File: src/design/rco_defines.svh
// Register offsets, field positions, reset values for the reference clock output
`ifndef RCO_DEFINES_SVH
`define RCO_DEFINES_SVH
`define RCO_CONTROL_IDX      12'h100
`define RCO_SOURCE_IDX       12'h101
`define RCO_CONTROL_ADDR     14'h0400
`define RCO_SOURCE_ADDR      14'h0404
`define RCO_STATUS_ADDR      14'h0408
`define RCO_EN_BIT           7
`define RCO_DUTY_HI          4
`define RCO_DUTY_LO          3
`define RCO_DIV_HI           2
`define RCO_DIV_LO           0
`define RCO_CONTROL_RESET    8'h10
`define RCO_SOURCE_RESET     4'h0
`define RCO_CONTROL_MASK     8'h9F
`endif

File: src/design/rco_pkg.sv
// Types for the reference clock output
package rco_pkg;
  typedef enum logic [3:0]
  {
    RCO_SRC_SYS      = 4'h0,
    RCO_SRC_HIGH     = 4'h1,
    RCO_SRC_LOW      = 4'h2,
    RCO_SRC_MID500   = 4'h3,
    RCO_SRC_MID32    = 4'h4,
    RCO_SRC_SEC      = 4'h5,
    RCO_SRC_EXT      = 4'h6,
    RCO_SRC_LC1      = 4'h7,
    RCO_SRC_LC2      = 4'h8,
    RCO_SRC_LC3      = 4'h9,
    RCO_SRC_LC4      = 4'hA
  } rco_src_t;
  typedef enum logic [1:0]
  {
    RCO_DUTY_0  = 2'h0,
    RCO_DUTY_25 = 2'h1,
    RCO_DUTY_50 = 2'h2,
    RCO_DUTY_75 = 2'h3
  } rco_duty_t;
endpackage

File: src/design/rco_top.sv
// Reference clock output: source select, power-of-two divider, duty shaping
//
// Functional notes
// - Output starts glitch free: on enable the first period begins cleanly from a low output, the count parked at period_m1 so the first tick wraps it to zero.
// - Clearing enable forces the output low at once, mid period or not.
// - The divider field divides the source by two to the field value, 1 up to 128; the system oscillator at field zero is divided by 2.
// - With divider 2 or more the duty field gives 75, 50, 25 or 0 percent high time; at divider 1, 75 gives 50 and 25 gives 0.
// - With divider zero the output runs at 50 percent on the system oscillator and follows the source level on other sources, for any nonzero duty.
// - Duty 00 holds the output low for every divider.
// - The duty field resets to 10.
// - In sleep the block keeps running for every source except the system oscillator.
// - The source field picks system, high, low, mid 500k, mid 32k, secondary, external, logic cells 1 to 4.
// - Bit 7 of the control register enables the block.
// - The divided clock is also offered to internal peripherals.
//
// Implementation choice: register access over Wishbone.
`include "rco_defines.svh"
module rco_top
(
  input  wire logic        clk_sys,
  input  wire logic        nrst,
  input  wire logic [31:0] wb_adr_i,
  input  wire logic [31:0] wb_dat_i,
  output logic      [31:0] wb_dat_o,
  input  wire logic        wb_we_i,
  input  wire logic [3:0]  wb_sel_i,
  input  wire logic        wb_stb_i,
  input  wire logic        wb_cyc_i,
  output logic             wb_ack_o,
  output logic             wb_err_o,
  input  wire logic        sleep_mode,
  input  wire logic        internal_high_osc,
  input  wire logic        internal_low_osc,
  input  wire logic        internal_mid_osc,
  input  wire logic        internal_mid_osc_32k,
  input  wire logic        secondary_osc,
  input  wire logic        external_osc,
  input  wire logic        logic_cell_1_output,
  input  wire logic        logic_cell_2_output,
  input  wire logic        logic_cell_3_output,
  input  wire logic        logic_cell_4_output,
  output logic             ref_output,
  output logic             ref_internal
);

  ////////////////////////////////////////////////////////////////////////////
  // Register bus
  // Ack and err are registered: every request is answered one cycle after it is taken
  logic [7:0] control_reg;
  logic [3:0] source_reg;
  logic       ack_reg;
  logic       err_reg;
  logic [31:0] rdata_reg;

  wire        bus_req     = wb_cyc_i & wb_stb_i & ~ack_reg & ~err_reg;
  wire        hit_control = (wb_adr_i[13:0] == `RCO_CONTROL_ADDR) & (wb_adr_i[31:14] == 18'h00000);
  wire        hit_source  = (wb_adr_i[13:0] == `RCO_SOURCE_ADDR) & (wb_adr_i[31:14] == 18'h00000);
  wire        hit_status  = (wb_adr_i[13:0] == `RCO_STATUS_ADDR) & (wb_adr_i[31:14] == 18'h00000);
  wire        hit_any     = hit_control | hit_source | hit_status;
  wire        wr_lane0    = bus_req & wb_we_i & wb_sel_i[0];
  wire        enable      = control_reg[`RCO_EN_BIT];
  wire [1:0]  duty_select = control_reg[`RCO_DUTY_HI:`RCO_DUTY_LO];
  wire [2:0]  div_sel     = control_reg[`RCO_DIV_HI:`RCO_DIV_LO];
  logic       out_reg;
  logic       running_reg;
  wire [31:0] rdata_next  = hit_control ? {24'h000000, control_reg} :
                            hit_source  ? {28'h0000000, source_reg} :
                            hit_status  ? {30'h00000000, running_reg, out_reg} : 32'h00000000;

  // Live changes of divider or duty are accepted as written
  always_ff @(posedge clk_sys or negedge nrst)
  begin
    if (!nrst)
    begin
      control_reg <= `RCO_CONTROL_RESET;
      source_reg  <= `RCO_SOURCE_RESET;
    end
    else
    begin
      if (wr_lane0 & hit_control)
        control_reg <= wb_dat_i[7:0] & `RCO_CONTROL_MASK;
      if (wr_lane0 & hit_source)
        source_reg <= wb_dat_i[3:0];
    end
  end

  always_ff @(posedge clk_sys or negedge nrst)
  begin
    if (!nrst)
    begin
      ack_reg   <= 1'b0;
      err_reg   <= 1'b0;
      rdata_reg <= 32'h00000000;
    end
    else
    begin
      ack_reg   <= bus_req & hit_any;
      err_reg   <= bus_req & ~hit_any;
      rdata_reg <= (bus_req & ~wb_we_i) ? rdata_next : 32'h00000000;
    end
  end

  assign wb_ack_o = ack_reg;
  assign wb_err_o = err_reg;
  assign wb_dat_o = rdata_reg;

  ////////////////////////////////////////////////////////////////////////////
  // Source selection, two-flop synchronisers
  logic [9:0] sync1_reg;
  logic [9:0] sync2_reg;
  logic       src_prev_reg;
  wire  [9:0] raw_src = {logic_cell_4_output, logic_cell_3_output, logic_cell_2_output, logic_cell_1_output,
                         external_osc, secondary_osc, internal_mid_osc_32k, internal_mid_osc,
                         internal_low_osc, internal_high_osc};
  logic       sleep_s1_reg;
  logic       sleep_s2_reg;

  // Sources must stay below half of clk_sys, or edges are lost between samples
  always_ff @(posedge clk_sys or negedge nrst)
  begin
    if (!nrst)
    begin
      sync1_reg <= 10'h000;
      sync2_reg <= 10'h000;
    end
    else
    begin
      sync1_reg <= raw_src;
      sync2_reg <= sync1_reg;
    end
  end

  // Sleep level from the pin, two flops before use
  always_ff @(posedge clk_sys or negedge nrst)
  begin
    if (!nrst)
    begin
      sleep_s1_reg <= 1'b0;
      sleep_s2_reg <= 1'b0;
    end
    else
    begin
      sleep_s1_reg <= sleep_mode;
      sleep_s2_reg <= sleep_s1_reg;
    end
  end

  // System oscillator source: one tick per clk_sys cycle, halted in sleep
  logic src_level;
  logic src_tick;
  always_comb
  begin
    src_level = 1'b0;
    src_tick  = 1'b0;
    case (rco_pkg::rco_src_t'(source_reg))
      rco_pkg::RCO_SRC_SYS:
      begin
        src_tick = ~sleep_s2_reg;
      end
      rco_pkg::RCO_SRC_HIGH,
      rco_pkg::RCO_SRC_LOW,
      rco_pkg::RCO_SRC_MID500,
      rco_pkg::RCO_SRC_MID32,
      rco_pkg::RCO_SRC_SEC,
      rco_pkg::RCO_SRC_EXT,
      rco_pkg::RCO_SRC_LC1,
      rco_pkg::RCO_SRC_LC2,
      rco_pkg::RCO_SRC_LC3,
      rco_pkg::RCO_SRC_LC4:
      begin
        src_level = sync2_reg[source_reg - 4'h1];
        src_tick  = src_level & ~src_prev_reg;
      end
      default:
      begin
        src_tick = 1'b0;
      end
    endcase
  end

  always_ff @(posedge clk_sys or negedge nrst)
  begin
    if (!nrst)
      src_prev_reg <= 1'b0;
    else
      src_prev_reg <= src_level;
  end

  ////////////////////////////////////////////////////////////////////////////
  // Divider and duty shaping in source-edge units
  // Count runs 0 to period_m1, one step per source tick; the undivided case bypasses it
  logic [7:0] cnt_reg;
  wire  [7:0] period_m1 = (8'h01 << div_sel) - 8'h01;
  wire  [7:0] cnt_next  = (cnt_reg >= period_m1) ? 8'h00 : cnt_reg + 8'h01;
  wire  [8:0] period_len = {1'b0, period_m1} + 9'h001;
  logic [8:0] high_len;
  always_comb
  begin
    case (rco_pkg::rco_duty_t'(duty_select))
      rco_pkg::RCO_DUTY_25: high_len = period_len >> 2;
      rco_pkg::RCO_DUTY_50: high_len = period_len >> 1;
      rco_pkg::RCO_DUTY_75: high_len = (period_len >> 1) + (period_len >> 2);
      default:              high_len = 9'h000;
    endcase
  end
  wire        undivided    = (div_sel == 3'h0);
  wire        duty_on      = (duty_select != 2'h0);
  wire        src_is_sys   = (source_reg == 4'h0);
  wire        src_reserved = (source_reg > 4'hA);
  // Forced low rather than frozen: a stuck high level reads as a live clock downstream
  wire        force_low    = src_reserved | ~duty_on;
  // Undivided: toggle each source edge, giving half the rate at 50% would be wrong, so a
  // source tick sets high and the following clk_sys cycle clears, giving 50% on sys source
  wire        level_div  = ({1'b0, cnt_next} < high_len);
  wire        undiv_next = duty_on & (src_is_sys ? (src_tick & ~out_reg) : src_level);
  wire        out_next   = undivided ? undiv_next : level_div;

  always_ff @(posedge clk_sys or negedge nrst)
  begin
    if (!nrst)
    begin
      cnt_reg     <= 8'h00;
      out_reg     <= 1'b0;
      running_reg <= 1'b0;
    end
    else if (!enable)
    begin
      cnt_reg     <= period_m1;
      out_reg     <= 1'b0;
      running_reg <= 1'b0;
    end
    else
    begin
      running_reg <= 1'b1;
      if (src_tick)
        cnt_reg <= cnt_next;
      if (force_low)
        out_reg <= 1'b0;
      else if (undivided | src_tick)
        out_reg <= out_next;
    end
  end

  // Pin and internal copy from one flop each
  always_ff @(posedge clk_sys or negedge nrst)
  begin
    if (!nrst)
    begin
      ref_output   <= 1'b0;
      ref_internal <= 1'b0;
    end
    else
    begin
      ref_output   <= out_reg & enable;
      ref_internal <= out_reg & enable;
    end
  end

  ////////////////////////////////////////////////////////////////////////////
  // Checks
  chk_disable_low: assert property (@(posedge clk_sys) disable iff (!nrst)
    !enable |=> !ref_output) else $error("output not low after disable");
  chk_duty_zero: assert property (@(posedge clk_sys) disable iff (!nrst)
    (duty_select == 2'h0) |=> !out_reg) else $error("duty zero not low");
  chk_reserved_src: assert property (@(posedge clk_sys) disable iff (!nrst)
    src_reserved |=> !out_reg)
    else $error("reserved source drove output");
  chk_reset_duty: assert property (@(posedge clk_sys)
    $rose(nrst) |-> duty_select == 2'h2) else $error("duty reset wrong");
  chk_start_clean: assert property (@(posedge clk_sys) disable iff (!nrst)
    $rose(enable) |-> !out_reg) else $error("enable started high");
  chk_enable_bit: assert property (@(posedge clk_sys) disable iff (!nrst)
    ref_output |-> $past(enable)) else $error("output without enable");
  chk_sleep_sys: assert property (@(posedge clk_sys) disable iff (!nrst)
    sleep_s2_reg && source_reg == 4'h0 |-> !src_tick) else $error("sys source ran in sleep");
  chk_count_range: assert property (@(posedge clk_sys) disable iff (!nrst)
    enable && $stable(div_sel) && $past(enable) |-> cnt_reg <= period_m1) else $error("count past period");
  chk_internal_copy: assert property (@(posedge clk_sys) disable iff (!nrst)
    ref_internal == ref_output) else $error("internal copy differs");
  chk_undiv_toggle: assert property (@(posedge clk_sys) disable iff (!nrst)
    enable && undivided && duty_on && src_is_sys && !sleep_s2_reg |=> out_reg != $past(out_reg))
    else $error("undivided output not toggling");
  chk_undiv_follow: assert property (@(posedge clk_sys) disable iff (!nrst)
    enable && undivided && duty_on && !src_is_sys && !src_reserved |=> out_reg == $past(src_level))
    else $error("undivided output not following source");
  chk_duty_pin: assert property (@(posedge clk_sys) disable iff (!nrst)
    (duty_select == 2'h0) |-> ##2 !ref_output) else $error("duty zero reached pin");
  chk_reserved_pin: assert property (@(posedge clk_sys) disable iff (!nrst)
    src_reserved |-> ##2 !ref_output) else $error("reserved source reached pin");
  chk_div_wrap: assert property (@(posedge clk_sys) disable iff (!nrst)
    enable && !undivided && src_tick && (cnt_reg == period_m1) |=> cnt_reg == 8'h00)
    else $error("divider did not wrap");
  chk_cnt_start: assert property (@(posedge clk_sys) disable iff (!nrst)
    !enable |=> cnt_reg == $past(period_m1)) else $error("count not parked while disabled");
  chk_running_flag: assert property (@(posedge clk_sys) disable iff (!nrst)
    enable |=> running_reg) else $error("running flag not set");
  chk_sleep_other: assert property (@(posedge clk_sys) disable iff (!nrst)
    sleep_s2_reg && !src_is_sys && !src_reserved && src_level && !src_prev_reg |-> src_tick)
    else $error("sleep stopped a running source");
  cov_enable: cover property (@(posedge clk_sys) disable iff (!nrst) $rose(ref_output));
  cov_div128: cover property (@(posedge clk_sys) disable iff (!nrst) enable && div_sel == 3'h7 && src_tick);
  cov_duty75: cover property (@(posedge clk_sys) disable iff (!nrst) ref_output && duty_select == 2'h3);
  cov_sleep: cover property (@(posedge clk_sys) disable iff (!nrst) sleep_s2_reg && ref_output);
  cov_undiv: cover property (@(posedge clk_sys) disable iff (!nrst) enable && undivided && src_is_sys && ref_output);

endmodule

File: config.mk
export PLATFORM = sky130hd
export DESIGN_NAME = rco_top
export DESIGN_NICKNAME = d
export VERILOG_FILES = /design/src/design/rco_pkg.sv /design/src/design/rco_top.sv
export VERILOG_INCLUDE_DIRS = /design/src /design/src/design
export SDC_FILE = /design/constraint.sdc
export NUM_CORES = 1
export LEC_CHECK = 0
export BUFFER_PORTS_ARGS = -buffer_cell sky130_fd_sc_hd__buf_2
export CORE_ASPECT_RATIO = 0.6
export CORE_MARGIN = 3
export CORE_UTILIZATION = 35
export DETAILED_ROUTE_END_ITERATION = 8
export PLACE_DENSITY_LB_ADDON = 0.15
export SETUP_SLACK_MARGIN = 0.2
export SYNTH_ARGS = -nofsm -noshare
export SYNTH_HDL_FRONTEND = slang
export SYNTH_SLANG_ARGS = --single-unit
File: constraint.sdc
create_clock -name clk_sys -period 4.7 [get_ports clk_sys]
set_input_delay 0.235 -clock clk_sys [delete_from_list [all_inputs] [get_ports clk_sys]]
set_output_delay 0.235 -clock clk_sys [all_outputs]
set_load 0.05 [all_outputs]
==> results of run 1 <==
[critical path, stage by stage (launching register included)]
cell and delay, ns:
dfrtp_2 0.45, nor2b_2 0.18, nand2_1 0.20, ha_4 0.22, a22oi_2 0.06, a41o_1 0.24, nor3_4 0.25, inv_1 0.07
ha_1 0.29, nand2_1 0.08, or3_1 0.33, o221ai_2 0.21, buf_4 0.19, nor2_1 0.08, ha_1 0.31, nand4_1 0.16
a311oi_1 0.26, o21ai_0 0.12, o211ai_1 0.11, o311a_1 0.22, o21ai_1 0.07
[what timing repair did]
| item | in CTS | in global routing |
|---|---|---|
| resized for setup | 0 | 12 |
| buffers inserted | 0 | 2 |
| setup endpoints to repair | 0 | 1 |
[final cells by class]
type | instances | area [um^2] | share of cell area [%]
timing repair buffer | 74 | 395 | 9.18
inverter | 16 | 60.1 | 1.39
clock inverter | 2 | 12.5 | 0.290
sequential | 52 | 1310 | 30.3
clock buffer | 6 | 129 | 2.99
multi-input combinational | 304 | 2240 | 51.9
tap | 135 | 169 | 3.92
[final timing paths]
check / startpoint / cells past startpoint / end / slack, ns
max reg2reg: control_reg[1] / 20 / out_reg / 0.49
max: control_reg[1] / 20 / out_reg / 0.49
min in group clk_sys: sleep_mode / 1 / sleep_s1_reg / 0.05
min reg2reg: sync1_reg[5] / 0 / sync2_reg[5] / 0.35
max in group asynchronous: nrst / 2 / control_reg[0] / 4.20
min: nrst / 2 / sync2_reg[9] / 0.05
[synth_stat cells (7+ instances only)]
master	count	area (um^2)
clkbuf_1	8	30.0
xor2_1	9	78.8
nand2_1	23	86.3
nand3_1	9	45.0
a21oi_1	23	115
ha_1	33	413
buf_4	28	210
inv_1	12	45.0
o21ai_0	7	35.0
dfrtp_1	51	1280
nor2_1	31	116
nor2b_1	8	50.1
mux2i_1	21	210
nor3_1	8	40.0
mux2_1	10	113
[cells by family (layout without fill, tap and decap cells)]
| group | Yosys count | in the layout | synth area share, % |
|---|---|---|---|
| AOI/OAI and AO/OA | 73 | 73 | 13.1 |
| xor gates and xnor gates | 16 | 16 | 4.29 |
| adders and majority gates | 34 | 34 | 11.5 |
| buffers and inverters | 61 | 98 | 9.49 |
| DFF | 52 | 52 | 34.7 |
| muxes | 32 | 32 | 8.89 |
| other | 1 | 26 | 0.0998 |
| and+or+nand+nor | 123 | 123 | 17.9 |
[routing by layer]
layer / share of wire (%) / GRT usage, % / vias up
met5: 0 / 0 / -
li1: - / - / 1462
met1: 57 / 25.3 / 1318
met3: 6.7 / 3.47 / 4
met2: 36 / 18.1 / 71
met4: 0.53 / 2.64 / 0
[metrics by stage]
stage / total power [mW] / cell area (um^2) / setup slack, ns / std cells / utilization (%)
3_5_place_dp: 0.560 / 4110 / 0.296 / 579 / 40.4
5_1_grt: 0.940 / 4310 / 0.184 / 589 / 42.4
2_1_floorplan: 0.542 / 3850 / 0.298 / 417 / -
3_3_place_gp: 0.559 / 4110 / 0.311 / 579 / 40.4
6_report: 0.896 / 4310 / 0.488 / 589 / 42.4
4_1_cts: 0.911 / 4250 / 0.275 / 587 / 41.8
[report_power, final]
group	internal (mW)	switching (mW)	total (mW)
registers	0.458	0.00327	0.461
logic	0.0217	0.0683	0.0900
clock network	0.196	0.149	0.345
total	0.676	0.220	0.896
==> out/results.txt, run 1 <==
Status: finished clean
#FFs+latches synth: 52
Core area: 10,200 um^2
Yosys warns: 0
Critical path required time: 4.88 ns
Pre-antenna DRT Iters: 4
Layout cells sized above 1: 24.0%
Minimum clock period: 4.21 ns
CTS clock-pin slew for the worst setup and hold paths: 0.07 ns
Clk buf depth: 2
Crit path launch type: flip-flop
Largest net degree at the start of global routing: 53
Fmax: 0.237 GHz
Worst clock skew: 0.00696 ns
Vias: 2,855
Peak supply drop: 0.000135 V
Clk sinks: 52
Root buf cell: clkbuf_16
Maximum capacitance violations: 0
Pwr dens: 208 nW/um^2
Worst Max-Slew Pin Slew: 0.725 ns
Fin crit share: 89.6%
Commonest non-fill, non-tap cell in the layout: buf_2
Routed Antenna Nets: 0
CTS Buf Count: 5
Ant diodes: 0
Vias in the first global route: 2,703
Register area share after synthesis: 34.7%
Final Hold Fails: 0
Antenna violations before repair: 0
Clk Latency, worst-skew pair: 0.29 ns
Final setup viols: 0
Post-synth EDFFs: 0
Post-CTS Hold Fix Bufs: 0
# port buffers: 64
First-pass GRT wire length: 14,200 um
Filler instances: 1,004
GRT Total Usage: 14.8%
CP Class: reg -> reg
DR DRC count: 0
# IOs: 120
Worst Path Arrival: 4.39 ns
Commonest non-fill, non-tap cells in the layout: buf_2 (64), dfrtp_1 (49), nor2_1 (31), ha_1 (31), conb_1 (26)
Gr ovfl total: 0
Worst Setup End Kind: flip-flop
Drt first-iter violations: 152
# nets final: 571
Post-Route Setup TNS: 0 ns
Post-synth top flop: dfrtp_1
Relative slew slack: 51.7%
Routability Congestion: 0.831
Post-Synthesis Cells: 392
Initial core utilization: 37.0%
Clock tree from TritonCTS: done
Number of distinct library cells after synthesis: 66
Leak: 2.07 nW
Mapped Area: 3760 um^2
Die ar.: 12,100 um^2
HP Class: in -> async
H-tree levels: 2
Hold Slack: 0.0487 ns
CP Max Fanout: 8
RSZ-0062 raised after global routing: no
Die width: 140 um
DP HPWL: 7080 um
Rows: 28
Avg Inst Size Synth: 9.59 um^2
Final slew viol count: 0
Via density: 4.85
DR WL/cell: 14.8 um
WL final: 8750 um
Post-synth ARST share: 100%
Die Y: 86.3 um
Area growth from synthesis to final layout: 14.6%
Note: power is estimated with default switching activity, not from simulation.
==> inputs of run 2 (changes only) <==
--- a/config.mk
+++ b/config.mk
@@ -7,9 +7,11 @@
 export NUM_CORES = 1
 export LEC_CHECK = 0
 export BUFFER_PORTS_ARGS = -buffer_cell sky130_fd_sc_hd__buf_2
+export CELL_PAD_IN_SITES_DETAIL_PLACEMENT = 2
+export CELL_PAD_IN_SITES_GLOBAL_PLACEMENT = 2
 export CORE_ASPECT_RATIO = 0.6
 export CORE_MARGIN = 3
-export CORE_UTILIZATION = 35
+export CORE_UTILIZATION = 28
 export DETAILED_ROUTE_END_ITERATION = 8
 export PLACE_DENSITY_LB_ADDON = 0.15
 export SETUP_SLACK_MARGIN = 0.2
==> run 2 against run 1 <==
Compared with the run above: non-clock buffer count increased by 6; first-iteration DRC count decreased by 55%; combinational power increased by 2%; setup slack got worse by 0.0066 ns; flip-flop and latch count unchanged; utilization decreased by 8.0 points; die area increased by 24%; critical path type unchanged.
==> out/results.txt, run 2 (synthesis results as in run 1) <==
Drt first-iter violations: 69
Worst Path Arrival: 4.40 ns
Die ar.: 14,900 um^2
Routability Congestion: 0.767
Commonest non-fill, non-tap cell in the layout: buf_2
Peak supply drop: 0.000146 V
Rows: 32
Pwr Total: 0.988 mW
Fmax: 0.237 GHz
Gr ovfl total: 0
Non-Filler Instances: 630
Clk Latency, worst-skew pair: 0.29 ns
Pwr dens: 221 nW/um^2
Post-Route Utilization: 34.4%
Final Hold Fails: 0
Worst clock skew: 0.00658 ns
Die width: 156 um
Clock tree from TritonCTS: done
Combinational Power Share: 9.3%
Routed Antenna Nets: 0
Switch Pwr: 0.242 mW
Root buf cell: clkbuf_16
CTS clock-pin slew for the worst setup and hold paths: 0.07 ns
Clock network fraction of design power: 44.0%
Leak: 2.12 nW
Post-CTS Hold Fix Bufs: 0
Flop2flop setup slack: 0.48 ns
Filler instances: 1,451
RSZ-0062 raised after global routing: no
Vias in the first global route: 3,301
Area growth from synthesis to final layout: 18.8%
# nets final: 577
H-tree levels: 2
Seq pwr share: 46.7%
WL final: 11,400 um
Fin area: 4470 um^2
DR DRC count: 0
Worst Setup End Kind: flip-flop
First-pass GRT wire length: 18,400 um
Relative slew slack: 42.1%
Hold Slack: 0.0425 ns
P_int: 0.746 mW
Layout cells sized above 1: 26.3%
Area after DPL: 4190 um^2
Fin crit share: 89.8%
Pre-antenna DRT Iters: 4
# placed instances: 619
Via density: 4.83
# IOs: 120
Clk sinks: 52
Final slew viol count: 0
Maximum capacitance violations: 0
CTS Buf Count: 5
Clk buf depth: 2
Worst Max-Slew Pin Slew: 0.869 ns
Ant diodes: 0
GRT Total Usage: 15.8%
Post-Route Setup TNS: 0 ns
Crit path launch type: flip-flop
Die Y: 95.7 um
Initial core utilization: 29.0%
HP Class: in -> reg
DP HPWL: 9120 um
CP Class: reg -> reg
Core area: 13,000 um^2
Critical path required time: 4.88 ns
Commonest non-fill, non-tap cells in the layout: buf_2 (64), dfrtp_1 (49), nor2_1 (31)
Vias: 3,042
Largest net degree at the start of global routing: 53
# port buffers: 64
Minimum clock period: 4.22 ns
DR WL/cell: 18.1 um
Worst slack at placement: 0.219 ns
Status: finished clean
CP Max Fanout: 6
Worst Slack Setup Final: 0.482 ns
Antenna violations before repair: 0
Final setup viols: 0
Switching Share: 24.5%
==> run 2: changes by cell type in the layout (fill, tap and decap cells not counted), sizes merged <==
cell,change
bufinv,+1
buf,+6
clkinvlp,-1
==> run 2: final timing paths <==
path,from,end,depth (start not counted)
worst max-delay path,control_reg[1],out_reg,21
worst min-delay path,internal_low_osc,sync1_reg[1],1
worst max register to register,control_reg[1],out_reg,21
worst min register to register,sync1_reg[0],sync2_reg[0],0
max in group asynchronous,nrst,control_reg[1],2
min in group asynchronous,nrst,sleep_s1_reg,2
==> run 2: critical path, cell delays in order (launching register included) <==
cell	delay, ns
dfrtp_2	0.47
nor2b_4	0.18
nand2_1	0.11
buf_4	0.18
ha_1	0.22
nor2_1	0.09
nor3_1	0.07
nor3_4	0.22
inv_1	0.07
ha_1	0.31
nand2_1	0.10
or3_1	0.33
o221ai_2	0.21
buf_4	0.18
nor2_1	0.08
ha_1	0.33
nand4_1	0.17
a311oi_2	0.30
o21ai_1	0.11
o211ai_1	0.10
o311a_1	0.20
o21ai_1	0.07
==> run 2: final cells by class <==
type / instances / area (um^2) / share of cell area (%)
inverter: 16 / 60.1 / 1.34
clock buffer: 6 / 139 / 3.11
clock inverter: 2 / 38.8 / 0.868
tap: 170 / 213 / 4.76
multi-input combinational: 304 / 2270 / 50.8
sequential: 52 / 1310 / 29.2
timing repair buffer: 80 / 444 / 9.94
==> run 2: per-layer routing <==
metal  vias up  routed length (um)  global-route usage, %
met3         7                 414                   2.47
met4         0                  58                   1.97
met1      1509                6040                   24.3
li1       1469                   -                      -
met2        57                4880                   23.9
met5         -                   0                      0
==> run 2: what timing repair did <==
| item | in CTS | in global routing |
|---|---|---|
| setup endpoints to repair | 0 | 1 |
| resized for setup | 0 | 21 |
| buffers inserted | 0 | 3 |
| endpoints found under the hold margin | 0 | 0 |
==> run 2: power groups by stage <==
stage                     Sequential [mW]  Clock (mW)  Combinational (mW)
after floorplan                     0.470           0              0.0726
after global placement              0.469           0              0.0909
after detailed placement            0.470           0              0.0923
after CTS                           0.461       0.448              0.0928
after global routing                0.462       0.471              0.0997
final                               0.461       0.435              0.0917
